### src/design/icc_pkg.sv
// constants and types for the interval counter control block
package icc_pkg;

	// register addresses on the 8-bit i/o port (offsets +Ch..+Fh)
	localparam logic [1:0] ADDR_CNT0 = 2'h0;
	localparam logic [1:0] ADDR_CNT1 = 2'h1;
	localparam logic [1:0] ADDR_CNT2 = 2'h2;
	localparam logic [1:0] ADDR_CTRL = 2'h3;
	localparam int NUM_CH = 3;

	// control byte field positions
	localparam int SEL_LSB = 6;
	localparam int AF_LSB = 4;
	localparam int CFG_LSB = 1;
	localparam int BCD_BIT = 0;
	// readback command field positions
	localparam int RB_CNT_N_BIT = 5;
	localparam int RB_STA_N_BIT = 4;
	localparam int RB_PICK_LSB = 1;

	// counter select codes
	localparam logic [1:0] SEL_READBACK = 2'h3;

	// access format codes
	localparam logic [1:0] AF_LATCH = 2'h0;
	localparam logic [1:0] AF_LO = 2'h1;
	localparam logic [1:0] AF_HI = 2'h2;
	localparam logic [1:0] AF_LOHI = 2'h3;

	// decoded operating configurations
	typedef enum logic [2:0] {
		CFG_TC = 3'b000,
		CFG_OS = 3'b001,
		CFG_RATE = 3'b010,
		CFG_SQ = 3'b011,
		CFG_SWS = 3'b100,
		CFG_HWS = 3'b101
	} icc_cfg_type;

	// count constants
	localparam logic [15:0] CNT_ONE = 16'h0001;
	localparam logic [15:0] CNT_TWO = 16'h0002;
	localparam logic [15:0] CNT_THREE = 16'h0003;
	localparam logic [3:0] BCD_NINE = 4'h9;
	localparam logic [3:0] BCD_ZERO = 4'h0;
	localparam logic [3:0] BCD_ONE = 4'h1;
	localparam logic [7:0] BYTE_ZERO = 8'h00;
	localparam logic [15:0] WORD_ZERO = 16'h0000;
	localparam logic [2:0] CFG_RESET = 3'h0;
	localparam logic [1:0] AF_RESET = 2'h3;

	// per-counter state
	typedef struct packed {
		logic [1:0] af;
		logic [2:0] cfg;
		logic bcd;
		logic [15:0] cnt;
		logic [15:0] init;
		logic [7:0] lsb_tmp;
		logic wtog;
		logic rtog;
		logic [15:0] hold;
		logic held;
		logic [7:0] stat;
		logic stat_held;
		logic null_cnt;
		logic out;
		logic pend;
		logic trig;
		logic armed;
		logic clk_prev;
		logic gate_prev;
	} icc_chan_type;

endpackage : icc_pkg

### src/design/icc_interval_counter_control.sv
// three-channel 16-bit down-counter timer with control byte and readback
//
// Summary of operation
// - config 0: output low on load, counts while gate high, high at zero.
// - config 0: low gate suspends counting; resumes when gate returns high.
// - config 1: load once; each gate rising edge starts cycle, output low.
// - config 1: gate low keeps counting; new rising edge restarts from loaded count.
// - config 1: output high at zero, held until next gate rising edge.
// - config 4: output high after load, low one input clock at timeout.
// - config 5: gate edge starts timeout; one-clock low strobe; retriggerable.
// - control byte: select 7-6, access 5-4, configuration 3-1, decade bit 0.
// - decade bit 0 gives 16-bit binary, 1 gives four decimal decades.
// - configuration codes 000,001,X10,X11,100,101; top bit ignored for X codes.
// - access 00 latch, 01 low byte, 10 high byte, 11 low then high.
// - low-then-high accesses alternate bytes, tracked by separate read and write toggles.
// - access 00 copies live count into 16-bit hold; counting continues.
// - read after latch returns held value; otherwise live count.
// - select 00,01,10 address counters 0,1,2; 11 means readback command.
// - readback with count-latch bit 0 latches all picked counters together.
// - readback with status-latch bit 0 makes next read return status byte.
// - readback byte: 11, count-latch n, status-latch n, picks 2..0, zero.
// - each pick bit independently includes its counter in readback actions.
// - rate generator: one-clock low every N counts; low gate forces high, reloads.
// - square wave: half high, half low; odd N high (N+1)/2, low (N-1)/2.
// - status byte: output bit 7, null count bit 6, control fields below.
`timescale 1ns/100ps
module icc_interval_counter_control
	import icc_pkg::*;
(
	// clock and reset
	input wire logic ref_clk,
	input wire logic rst,
	// host i/o port
	input wire logic io_cs,
	input wire logic io_rd,
	input wire logic io_wr,
	input wire logic [1:0] io_addr,
	input wire logic [7:0] io_data_in,
	output logic [7:0] io_data_out,
	output logic io_data_oe_n,
	// counter pins
	input wire logic [NUM_CH-1:0] cnt_clk,
	input wire logic [NUM_CH-1:0] cnt_gate,
	output logic [NUM_CH-1:0] cnt_out
);

	typedef struct packed {
		icc_chan_type [NUM_CH-1:0] ch;
		logic [7:0] rdata;
		logic rd_prev;
		logic wr_prev;
	} icc_state_type;

	icc_state_type state_q;
	icc_state_type state_d;

	// x1x codes fold onto the rate and square configurations
	function automatic icc_cfg_type icc_decode(input logic [2:0] cfg);
		logic [2:0] r;
		r = cfg[1] ? {1'b0, cfg[1:0]} : cfg;
		return icc_cfg_type'(r);
	endfunction : icc_decode

	// one count down, binary or four decades
	function automatic logic [15:0] icc_dec(input logic [15:0] v, input logic bcd);
		logic [15:0] r;
		logic b;
		r = v;
		b = 1'b1;
		if (!bcd) begin
			r = v - CNT_ONE;
		end else begin
			for (int k = 0; k < 4; k++) begin
				if (b) begin
					if (r[4*k +: 4] == BCD_ZERO) begin
						r[4*k +: 4] = BCD_NINE;
					end else begin
						r[4*k +: 4] = r[4*k +: 4] - BCD_ONE;
						b = 1'b0;
					end
				end
			end
		end
		return r;
	endfunction : icc_dec

	always_comb begin
		icc_chan_type c;
		icc_cfg_type m;
		logic clk_rise;
		logic gate_rise;
		logic rd_go;
		logic wr_go;
		logic done;
		logic [15:0] old;
		logic [15:0] v;
		logic [1:0] sel;
		c = '0;
		m = CFG_TC;
		clk_rise = 1'b0;
		gate_rise = 1'b0;
		done = 1'b0;
		old = WORD_ZERO;
		v = WORD_ZERO;
		state_d = state_q;
		// one access per strobe: act on its first cycle only
		rd_go = io_cs & io_rd & ~state_q.rd_prev;
		wr_go = io_cs & io_wr & ~state_q.wr_prev;
		sel = io_data_in[SEL_LSB +: 2];
		state_d.rd_prev = io_cs & io_rd;
		state_d.wr_prev = io_cs & io_wr;
		if (rd_go && io_addr == ADDR_CTRL) begin
			state_d.rdata = BYTE_ZERO;
		end
		for (int i = 0; i < NUM_CH; i++) begin
			c = state_q.ch[i];
			m = icc_decode(c.cfg);
			clk_rise = cnt_clk[i] & ~c.clk_prev;
			gate_rise = cnt_gate[i] & ~c.gate_prev;
			c.clk_prev = cnt_clk[i];
			c.gate_prev = cnt_gate[i];
			old = c.cnt;
			done = 1'b0;
			// counting on the counter's own input clock edges
			if (clk_rise) begin
				case (m)
					CFG_TC: begin
						if (c.pend) begin
							c.cnt = c.init;
							c.pend = 1'b0;
							c.null_cnt = 1'b0;
						end else if (cnt_gate[i]) begin
							c.cnt = icc_dec(old, c.bcd);
							if (old == CNT_ONE) begin
								c.out = 1'b1;
							end
						end
					end
					CFG_OS: begin
						if (c.trig) begin
							c.cnt = c.init;
							c.pend = 1'b0;
							c.null_cnt = 1'b0;
							c.trig = 1'b0;
							c.out = 1'b0;
							c.armed = 1'b1;
						end else begin
							c.cnt = icc_dec(old, c.bcd);
							if (c.armed && old == CNT_ONE) begin
								c.out = 1'b1;
								c.armed = 1'b0;
							end
						end
					end
					CFG_RATE: begin
						if (!cnt_gate[i]) begin
							c.out = 1'b1;
						end else if (c.pend || c.trig) begin
							c.cnt = c.init;
							c.pend = 1'b0;
							c.trig = 1'b0;
							c.null_cnt = 1'b0;
							c.out = 1'b1;
						end else if (old == CNT_ONE) begin
							c.cnt = c.init;
							c.out = 1'b1;
						end else begin
							c.cnt = icc_dec(old, c.bcd);
							c.out = (old != CNT_TWO);
						end
					end
					CFG_SQ: begin
						if (!cnt_gate[i]) begin
							c.out = 1'b1;
						end else if (c.pend || c.trig) begin
							c.cnt = c.init;
							c.pend = 1'b0;
							c.trig = 1'b0;
							c.null_cnt = 1'b0;
							c.out = 1'b1;
						end else if (old == CNT_TWO || (old == CNT_THREE && !c.out)) begin
							c.cnt = c.init;
							c.out = ~c.out;
						end else if (old[0]) begin
							// odd count: first edge of a phase evens it out
							c.cnt = icc_dec(old, c.bcd);
							if (!c.out) begin
								c.cnt = icc_dec(icc_dec(c.cnt, c.bcd), c.bcd);
							end
						end else begin
							c.cnt = icc_dec(icc_dec(old, c.bcd), c.bcd);
						end
					end
					CFG_SWS: begin
						c.out = 1'b1;
						if (c.pend) begin
							c.cnt = c.init;
							c.pend = 1'b0;
							c.null_cnt = 1'b0;
							c.armed = 1'b1;
						end else if (cnt_gate[i]) begin
							c.cnt = icc_dec(old, c.bcd);
							if (c.armed && old == CNT_ONE) begin
								c.out = 1'b0;
								c.armed = 1'b0;
							end
						end
					end
					CFG_HWS: begin
						c.out = 1'b1;
						if (c.trig) begin
							c.cnt = c.init;
							c.pend = 1'b0;
							c.null_cnt = 1'b0;
							c.trig = 1'b0;
							c.armed = 1'b1;
						end else begin
							c.cnt = icc_dec(old, c.bcd);
							if (c.armed && old == CNT_ONE) begin
								c.out = 1'b0;
								c.armed = 1'b0;
							end
						end
					end
					default: begin
						c.out = 1'b1;
					end
				endcase
			end
			// control byte and readback command
			if (wr_go && io_addr == ADDR_CTRL) begin
				if (sel == SEL_READBACK) begin
					if (io_data_in[RB_PICK_LSB + i]) begin
						if (!io_data_in[RB_CNT_N_BIT] && !c.held) begin
							c.hold = c.cnt;
							c.held = 1'b1;
							c.rtog = 1'b0;
						end
						if (!io_data_in[RB_STA_N_BIT] && !c.stat_held) begin
							c.stat = {c.out, c.null_cnt, c.af, c.cfg, c.bcd};
							c.stat_held = 1'b1;
						end
					end
				end else if (sel == 2'(i)) begin
					if (io_data_in[AF_LSB +: 2] == AF_LATCH) begin
						if (!c.held) begin
							c.hold = c.cnt;
							c.held = 1'b1;
							c.rtog = 1'b0;
						end
					end else begin
						c.af = io_data_in[AF_LSB +: 2];
						c.cfg = io_data_in[CFG_LSB +: 3];
						c.bcd = io_data_in[BCD_BIT];
						c.wtog = 1'b0;
						c.rtog = 1'b0;
						c.held = 1'b0;
						c.stat_held = 1'b0;
						c.pend = 1'b0;
						c.trig = 1'b0;
						c.armed = 1'b0;
						c.null_cnt = 1'b1;
						c.out = (icc_decode(c.cfg) != CFG_TC);
					end
				end
			end
			// count loads
			if (wr_go && io_addr == 2'(i)) begin
				case (c.af)
					AF_LO: begin
						c.init = {BYTE_ZERO, io_data_in};
						done = 1'b1;
					end
					AF_HI: begin
						c.init = {io_data_in, BYTE_ZERO};
						done = 1'b1;
					end
					AF_LOHI: begin
						if (!c.wtog) begin
							c.lsb_tmp = io_data_in;
						end else begin
							c.init = {io_data_in, c.lsb_tmp};
							done = 1'b1;
						end
						c.wtog = ~c.wtog;
					end
					default: begin
						done = 1'b0;
					end
				endcase
				if (done) begin
					c.pend = 1'b1;
					c.null_cnt = 1'b1;
					if (icc_decode(c.cfg) == CFG_TC) begin
						c.out = 1'b0;
					end
				end
			end
			// counter reads: status first, then held count, else live count
			if (rd_go && io_addr == 2'(i)) begin
				v = c.held ? c.hold : c.cnt;
				if (c.stat_held) begin
					state_d.rdata = c.stat;
					c.stat_held = 1'b0;
				end else begin
					case (c.af)
						AF_HI: begin
							state_d.rdata = v[15:8];
							c.held = 1'b0;
						end
						AF_LOHI: begin
							state_d.rdata = c.rtog ? v[15:8] : v[7:0];
							if (c.rtog) begin
								c.held = 1'b0;
							end
							c.rtog = ~c.rtog;
						end
						default: begin
							state_d.rdata = v[7:0];
							c.held = 1'b0;
						end
					endcase
				end
			end
			// a gate edge in the same cycle as a consume is kept
			if (gate_rise) begin
				c.trig = 1'b1;
			end
			state_d.ch[i] = c;
		end
	end

	always_ff @(posedge ref_clk or posedge rst) begin
		if (rst) begin
			state_q <= '0;
			for (int i = 0; i < NUM_CH; i++) begin
				state_q.ch[i].af <= AF_RESET;
				state_q.ch[i].cfg <= CFG_RESET;
				state_q.ch[i].null_cnt <= 1'b1;
				// a gate idling high must not look like a trigger after reset
				state_q.ch[i].gate_prev <= 1'b1;
			end
		end else begin
			state_q <= state_d;
		end
	end

	// read data is registered; the bus owns the pins only while reading
	assign io_data_out = state_q.rdata;
	assign io_data_oe_n = ~(io_cs & io_rd);
	always_comb begin
		for (int i = 0; i < NUM_CH; i++) begin
			cnt_out[i] = state_q.ch[i].out;
		end
	end

endmodule : icc_interval_counter_control

### config.mk
export PLATFORM = sky130hd
export DESIGN_NAME = icc_interval_counter_control
export DESIGN_NICKNAME = d
export VERILOG_FILES = /design/src/design/icc_pkg.sv /design/src/design/icc_interval_counter_control.sv
export SDC_FILE = /design/constraint.sdc
export NUM_CORES = 1
export LEC_CHECK = 0
export BUFFER_PORTS_ARGS = -buffer_cell sky130_fd_sc_hd__clkbuf_2
export CAP_MARGIN = 20
export CELL_PAD_IN_SITES_DETAIL_PLACEMENT = 0
export CELL_PAD_IN_SITES_GLOBAL_PLACEMENT = 2
export CORE_ASPECT_RATIO = 0.5
export CORE_MARGIN = 2
export CORE_UTILIZATION = 42
export DETAILED_ROUTE_END_ITERATION = 12
export PLACE_DENSITY_LB_ADDON = 0.1
export SKIP_LAST_GASP = 1
export SYNTH_ARGS = -nofsm -noshare
export SYNTH_HDL_FRONTEND = slang
export SYNTH_SLANG_ARGS = --single-unit
### constraint.sdc
create_clock -name ref_clk -period 16.74 [get_ports ref_clk]
set_input_delay 1.674 -clock ref_clk [delete_from_list [all_inputs] [get_ports ref_clk]]
set_output_delay 1.674 -clock ref_clk [all_outputs]
set_load 0.1 [all_outputs]
# Word-level counts from Yosys, hierarchy flattened
# Cells that the tools add are included.
[word_totals] ff_bits=253 word_cells=1445
[op_classes] n_mux=1130 n_addsub=60 bitwise_logic=30 eq_ne=45 reduce_logical=120
[ops] op="16-bit 2-to-1 mux" n=141
[ops] op="1-bit 2-to-1 mux" n=744
[ops] op="4-bit 2-to-1 mux" n=138
[ops] op="16-bit one-hot mux with 6 select lines" n=3
[ops] op="4-bit zero test" n=48
[ops] op="16-bit by 1-bit subtractor with 16-bit output (second input constant)" n=12
[ops] op="4-bit by 1-bit subtractor with 4-bit output (second input constant)" n=48
[ops] op="18-bit 2-to-1 mux" n=9
[ops] op="16-bit one-hot mux with 3 select lines" n=3
[ops] op="6-bit 2-to-1 mux" n=18
[ops] op="8-bit 2-to-1 mux" n=13
[ops] op="33-bit 2-to-1 mux" n=3
[ops] op="16-bit by 2-bit equality test with 1-bit output (second input constant)" n=6
[ops] op="27-bit 2-to-1 mux" n=3
[ops] op="19-bit 2-to-1 mux" n=3
[ops] op="16-bit by 1-bit equality test with 1-bit output (second input constant)" n=3
[ops] op="16-bit by 2-bit != test with 1-bit output (second input constant)" n=3
[ops] op="8-bit one-hot mux with 2 select lines" n=3
[ops] op="3-bit 2-to-1 mux" n=13
[ops] op="5-bit 2-to-1 mux" n=6
[ops] op="9-bit 2-to-1 mux" n=3
[ops] op="2-bit OR reduction" n=12
[ops] op="2-bit equality test (second input constant)" n=10
[ops] op="1-bit logical AND" n=20
[ops] op="other kinds (19)" n=120

# Logic depth before layout (Yosys ltp)
# Gate-level depths: netlist of run 1.
[logic_depth] depth_word=119 ltp_mapped=25 depth_no_buf=22

# Least setup slack after synthesis of run 1
# Ideal clock, no wire load.
[synth_timing] kind="input to register" from="input io_data_in[6]" to="register state_q (netlist bit io_data_out[5])" setup_slack_ns=11.050 arrival_time_ns=5.545 required_ns=16.595 path_stages=18 cell_sequence="clkbuf_1 and2_1 clkbuf_1 clkbuf_1 buf_1 clkbuf_1 nor2_1 a21oi_1 ha_1 clkbuf_1 mux2_2 a221oi_1 a2111oi_0 nand2_1 o41ai_1 a221oi_1 a2111oi_0 o211ai_1"
[synth_rtl] item="from (decl)" line="icc_interval_counter_control.sv:38" text="input wire logic [7:0] io_data_in,"
[synth_rtl] item="to (signal assigned)" line="icc_interval_counter_control.sv:344" text="state_q <= state_d;"
[synth_rtl] item="to (decl)" line="icc_interval_counter_control.sv:54" text="icc_state_type state_q;"

# Final worst setup path of run 1
[layout_timing] from="register state_q[69] in the netlist's numbering" to="register state_q (netlist bit io_data_out[4])"
[layout_between] elab_chain_len=69
[layout_lines] item="parallel branches: the longest is 55 deep, another holds 16-bit by 1-bit subtractor with 16-bit output"
[layout_lines] item="16-bit one-hot mux with 6 select lines *" line="icc_interval_counter_control.sv:126" text="case (m)"
[layout_lines] item="16-bit 2-to-1 mux *" line="icc_interval_counter_control.sv:125" text="if (clk_rise) begin"
[layout_lines] item="18-bit 2-to-1 mux" line="icc_interval_counter_control.sv:246" text="if (!c.held) begin"
[layout_lines] item="16-bit 2-to-1 mux" line="icc_interval_counter_control.sv:245" text="if (io_data_in[AF_LSB +: 2] == AF_LATCH) begin"
[layout_lines] item="19-bit 2-to-1 mux" line="icc_interval_counter_control.sv:244" text="end else if (sel == 2'(i)) begin"
[layout_lines] item="18-bit 2-to-1 mux" line="icc_interval_counter_control.sv:232" text="if (sel == SEL_READBACK) begin"
[layout_lines] item="33-bit 2-to-1 mux" line="icc_interval_counter_control.sv:231" text="if (wr_go && io_addr == ADDR_CTRL) begin"
[layout_lines] item="16-bit 2-to-1 mux *" line="icc_interval_counter_control.sv:301" text="v = c.held ? c.hold : c.cnt;"
[layout_lines] item="8-bit 2-to-1 mux" line="icc_interval_counter_control.sv:312" text="state_d.rdata = c.rtog ? v[15:8] : v[7:0];"
[layout_lines] item="8-bit one-hot mux with 2 select lines *" line="icc_interval_counter_control.sv:306" text="case (c.af)"
[layout_lines] item="8-bit 2-to-1 mux *" line="icc_interval_counter_control.sv:302" text="if (c.stat_held) begin"
[layout_lines] item="8-bit 2-to-1 mux * (3 in series)" line="icc_interval_counter_control.sv:300" text="if (rd_go && io_addr == 2'(i)) begin"
# Mark *: on every way between the ends. The select of a mux whose other input is x is not followed.
# A chain may end at the register's enable or synchronous reset.

==> impl_results.md, run 1 <==
* Run status: completed
* GR Overflow Total at 0
* Fillers at 5,897
* Synth Cell Area at around 24,000 sq um
* Fin. Hold Viols at 0
* Final Cycle Share at 41.5%
* Crit path capture type: flop
* Syn Inst Count at 3,326
* Share of layout cells above drive strength 1 at about a tenth
* Ys async rst share at 100%
* Max Root-Sink Buffers at 3
* Vias in the first global route at 25,100
* Post-route ant nets at 0
* Clk root buf: clkbuf_16
* Rel. slew slack at 18.7%
* Total negative slack at 0 ps
* Syn avg cell area at between 7 and 8 sq um
* Yosys top cell area share at 24.7%
* Die height at approximately 170 microns
* Seq/Total Area, Yosys at 26.0%
* Number of max-cap violations at 0
* Synth Warn # at 0
* Crit Path Max Fanout at 42
* Initial DRC Count at ~3,400
* DRT Pass-1 Iters at 6
* CP top delay family: compound AO/OA/AOI/OAI gates
* Via density at 6.88
* Arr. time, crit path at 7380 ps
* Critical-path top delay cell: ha_1
* Average wire per standard cell at 27.1 microns
* Die area at roughly 60,000 sq um
* FF+latch count, synth at 253
* Startpoint Class: flop
* Wirelength, routed at about 110,000 microns
* Endpoints failing setup at 0
* Area Overhead vs Synth at 6.20%
* # H-tree levels at 1
* Synth unique cells at around 110
* Fmax at 0.144 GHz
* Post-synth top area cell: dfrtp_1
* Core Area at ~57,000 sq um
* Clock Skew at about 25 ps
* Vias post-DR at 27,400
* Dpl hpwl at 80,100 microns
* Min Hold Slack at slightly below 500 ps
* Rows at 62
* Initial core utilization at 42.5%
* Die width at approximately 350 microns
* # clock sinks at about 250
* Power density cells at 144 nW/um^2
* Io pins at 33
* Final Slew Violations at 0
* Initial antenna violation count at 7
* Leak Pwr at 0.00984 uW
* PostCTS Resize Cnt at 0
* Critical path's largest stage delay at between 600 and 700 ps
* Hold_buf cts at 0
* Buf/Inv on CP at 5
* VDD IR max at about 0.075 mV
* PortBufs at 32
* Final-stage net count at 3,261
* Worst path cell trace: buf_4 > clkinv_1 > ha_1 > or3b_2 > or4_1 > xnor2_1 > inv_1 > ha_1 > a311o_1 > mux2i_1 > or2_2 > inv_1 > ha_1 > inv_1 > nor3_1 > and3_1 > o21ai_0 > o221ai_1 > a2111oi_0 > o21bai_1 > a221oi_1 > or4_1 > nand4_1
* Syn nets at 3,388
* Worst EP required at 17,160 ps
* Pin count of the biggest net entering global routing at between 100 and 150
* Hold crit path type: flop to flop
* EDFF count, synth at 0
* Skew-Pair Late Insertion Delay at 580 ps
* Most numerous cell in the Yosys netlist: nor2_1
* Overall global routing resource usage at a little over a third
* First-pass GRT wire length at approximately 160,000 microns
* Post-CTS Setup Inserts at 0
* Num CTS Buffers at 24
* CTS tree: built
* RSZ-0062 raised after global routing: false
* Placer Congestion at approximately 1
* Synth Flop Type: dfrtp_1
* Setup Crit Path Kind: flop to flop
* Clk pin slew, worst setup/hold paths at 70 ps
* Fin crit period at about 7000 ps
* Post-synth top cells: 357 x nor2_1, 331 x nand2_1, 303 x a21oi_1
* DRC Markers at 0
* Worst-margin pin slew at 1190 ps
* Util after Layout at 45.2%
* Synth area leaders: dfrtp_1 25%, a21oi_1 6.2%, nor2_1 5.5%
-- kinds of logic after synthesis --
logic type,synth area share [%]
AO/OA/AOI/OAI,33.9
XOR/XNOR,2.08
adder cells (fa/ha/maj),2.10
buffers and inverters,6.10
flip-flops,26.0
multiplexers,4.18
AND/OR/NAND/NOR,25.6
-- area by class of cell --
type	count	area [sq um]	area share, %
clock buffer	32	702	2.71
sequential	253	6350	24.5
multi-input combinational	2702	16600	64.1
clock inverter	12	121	0.468
antenna	5	12.5	0.0482
tap	768	961	3.70
timing repair buffer	117	791	3.05
inverter	101	387	1.49
-- placed cells by master, fill, tap and decap left out, types with 39 or more instances in the layout --
cell      count
nand2b_1     39
a221oi_1     59
buf_4        82
inv_1        94
a31oi_1      52
a21oi_1     303
o21ai_0     264
o211ai_1     60
xnor2_1      45
nand4_1      41
or3_1        54
ha_1         41
nor2_1      357
nor3_1       91
dfrtp_1     241
nor4_1       48
nand3_1     115
nand2_1     331
mux2_2       58
-- path summary, 6_finish.rpt --
| kind | cells after the start | slack, ps | to | from |
|---|---|---|---|---|
| setup / recovery | 23 | 9790 | io_data_out[4] | state_q[69] |
| hold / removal | 2 | 480 | state_q[47] | state_q[47] |
| setup reg to reg | 23 | 9790 | io_data_out[4] | state_q[69] |
| hold reg to reg | 2 | 480 | state_q[47] | state_q[47] |
| max in group asynchronous | 3 | 13880 | state_q[94] | rst |
| min in group asynchronous | 2 | 1250 | state_q[175] | rst |
-- worst register-to-register path: stages (launching register included) --
cell and delay (ps):
dfrtp_1 360, buf_4 270, clkinv_1 300, ha_1 700, or3b_2 600, or4_1 440
xnor2_1 430, inv_1 230, ha_1 330, a311o_1 310, mux2i_1 240, or2_2 190
inv_1 60, ha_1 230, inv_1 90, nor3_1 60, and3_1 190, o21ai_0 160
o221ai_1 200, a2111oi_0 470, o21bai_1 130, a221oi_1 550, or4_1 210, nand4_1 80
-- power breakdown --
group	internal (uW)	leakage, uW	switching [uW]
clock	328	0.000415	272
sequential	751	0.00314	286
combinational	658	0.00628	1440
-- layer usage --
| metal | wire, microns | vias to the layer above | global-route usage [%] |
|---|---|---|---|
| met5 | 0 | - | 0 |
| met4 | 5020 | 0 | 15.0 |
| met3 | 9370 | 247 | 5.40 |
| met2 | 47300 | 1451 | 53.9 |
| met1 | 46400 | 13400 | 47.9 |
| li1 | - | 12300 | - |
-- metrics by stage --
stage | std cells | cell area [sq um] | setup WS [ps] | power [uW]
3_3_place_gp | 3938 | 25100 | 10080 | 3070
3_5_place_dp | 3939 | 25100 | 9910 | 3070
6_report | 3990 | 25900 | 9790 | 3740
5_1_grt | 3990 | 25900 | 9360 | 3950
2_1_floorplan | 3326 | 24400 | 8130 | 2400
4_1_cts | 3983 | 25900 | 9880 | 3680
-- sequential cells by signal (all words and copies together), names as in the netlist --
signal / cells
cnt_out: 3
io_data_out: 8
state_q: 242
(Power assumes the default switching activity.)
==> run 2: changes to the inputs <==
- CORE_UTILIZATION: 42 -> 39
- clock period: 16.74 -> 6.5 ns (I/O delays scaled with it)
==> run 2 against run 1 <==
Sequential power is 150% higher. Critical endpoint unchanged. Critical path depth is the same. Maximum frequency rose by 13%. Largest power group unchanged. Global-route usage fell by 0.98 points. Clock-buffer cell count rose by 1.
==> impl_results.md, run 2 (synthesized netlist as in run 1, its figures left out) <==
* Fin crit period at 6160 ps
* Most common cell after layout, fill and taps aside: nor2_1
* Initial antenna violation count at 4
* Final-stage net count at ~3,300
* Clock Skew at roughly 23 ps
* Worst-margin pin slew at roughly 1100 ps
* PostCTS Resize Cnt at 0
* Leak Pwr at 0.0102 uW
* Worst EP required at 6900 ps
* Most flop-heavy register: state_q
* Arr. time, crit path at 6570 ps
* Die area at 64,800 sq um
* Most frequent cells in the layout: 357 x nor2_1, 331 x nand2_1, 303 x a21oi_1, 264 x o21ai_0, 241 x dfrtp_1
* First-pass GRT wire length at roughly 170,000 microns
* Rel. slew slack at 25.6%
* VDD IR max at ~0.18 mV
* Hold crit path type: primary input to async pin
* Sequential fraction of design power at 26.3%
* Max Root-Sink Buffers at 3
* DRT Pass-1 Iters at 6
* Dpl hpwl at 84,800 microns
* Vias in the first global route at 25,300
* Number of max-cap violations at 0
* Core Area at 61,500 sq um
* Post-route ant nets at 0
* # H-tree levels at 1
* Num CTS Buffers at 26
* Critical path's largest stage delay at 600 ps
* Flip-flop count of the largest register after layout at 242
* Crit Path Max Fanout at 12
* Power Total at 9880 uW
* Min Hold Slack at approximately 76 ps
* Critical-path top delay cell: or3b_2
* Pint at 4630 uW
* Hold_buf cts at 0
* Startpoint Class: flop
* Clk root buf: clkbuf_16
* Post-CTS Setup Inserts at 0
* Vias post-DR at 27,500
* GR Overflow Total at 0
* Worst path cell trace: inv_1 > ha_1 > or3b_2 > or4_1 > xnor2_1 > buf_4 > inv_1 > ha_1 > nand2_1 > o31a_1 > a21oi_1 > inv_1 > ha_1 > inv_1 > nor3_1 > and3_1 > o21ai_0 > o221ai_1 > a2111oi_0 > o21bai_1 > a221oi_1 > or4_1 > nand4_1
* Crit path capture type: flop
* Placer Congestion at 0.939
* Via density at 6.70
* Run status: completed
* Clk pin slew, worst setup/hold paths at 70 ps
* Util after Layout at a little over two fifths
* Fillers at ~6,400
* Area Overhead vs Synth at 8.61%
* Most frequent CP cell: inv_1
* CTS tree: built
* Power density cells at 372 nW/um^2
* Pin count of the biggest net entering global routing at 148
* RSZ-0062 raised after global routing: false
* Buf/Inv on CP at 5
* NetSw at about 5200 uW
* Sw Ratio at 53.1%
* Overall global routing resource usage at 33.7%
* Average wire per standard cell at around 27 microns
* DRC Markers at 0
* Rows at 64
* Io pins at 33
* Clock group share of total power at 16.1%
* Endpoints failing setup at 0
* Fmax at 0.162 GHz
* # clock sinks at ~250
* Comb pwr share at 57.6%
* Initial core utilization at 39.7%
* Fin. Hold Viols at 0
* Setup Crit Path Kind: flop to flop
* Final Slew Violations at 0
* Die width at approximately 360 microns
* Number of diodes at 0
* Share of layout cells above drive strength 1 at 11.3%
* Initial DRC Count at 3,547
* PortBufs at 32
* Worst setup margin at 339 ps
* Die height at 181 microns
* Total negative slack at 0 ps
* Skew-Pair Late Insertion Delay at 590 ps
* CP top delay family: compound AO/OA/AOI/OAI gates
* Wirelength, routed at roughly 110,000 microns
* Pre-CTS WS at roughly 480 ps
* Final Cycle Share at between 90% and 100%
[run 2: changes by cell type in the layout (fill, tap and decap cells not counted), sizes merged]
cell and delta:
buf +63, clkinv +3, clkinvlp +2, diode -5
inv -2
[run 2: metrics by stage]
| step | std cells | cell area (sq um) |
|---|---|---|
| floorplan | 3326 | 24400 |
| global placement | 4058 | 25600 |
| detailed placement | 4059 | 25600 |
| CTS | 4107 | 26500 |
| global route | 4108 | 26500 |
| finish | 4108 | 26500 |
[run 2: cell type report]
type                    instances  area, sq um  share of cell area [%]
clock buffers                  33          717                    2.70
inverters                     101          383                    1.44
repair buffers                179         1280                    4.82
clock inverters                15          149                   0.561
flip-flops and latches        253         6350                    23.9
well taps                     825         1030                    3.89
multi-input cells            2702        16600                    62.7
[run 2: metal layers]
metal  vias to the layer above  part of all wire, %  wire length (microns)  global-route usage (%)
met5                         -                    0                      0                       0
met4                         0                  4.2                   4680                    12.1
met3                       218                  8.0                   9030                    5.11
met2                      1349                   45                  50200                    52.9
met1                     13500                   43                  48400                    46.9
li1                      12500                    -                      -                       -
[run 2: path summary, 6_finish.rpt]
check | startpoint | to | slack (ps) | cells past startpoint
setup / recovery | state_q[70] | io_data_out[4] | 340 | 23
hold / removal | rst | state_q[69] | 80 | 2
setup reg to reg | state_q[70] | io_data_out[4] | 340 | 23
hold reg to reg | state_q[47] | state_q[47] | 480 | 2
max in group asynchronous | rst | state_q[215] | 4670 | 4
min in group ref_clk | cnt_clk[0] | state_q[11] | 200 | 1
[run 2: power by group through the flow]
stage	combinational, uW	sequential [uW]	clock [uW]
2_1_floorplan	3970	2200	0
3_3_place_gp	5550	2590	0
3_5_place_dp	5550	2590	0
4_1_cts	5570	2570	1620
5_1_grt	6130	2640	1690
6_report	5690	2590	1590
[run 2: worst reg2reg max path: stages, from the launching register on]
cell	delay, ps
dfrtp_1	370
inv_1	100
ha_1	400
or3b_2	600
or4_1	460
xnor2_1	140
buf_4	170
inv_1	170
ha_1	350
nand2_1	110
o31a_1	300
a21oi_1	230
inv_1	120
ha_1	270
inv_1	100
nor3_1	60
and3_1	180
o21ai_0	160
o221ai_1	190
a2111oi_0	550
o21bai_1	150
a221oi_1	510
or4_1	210
nand4_1	80
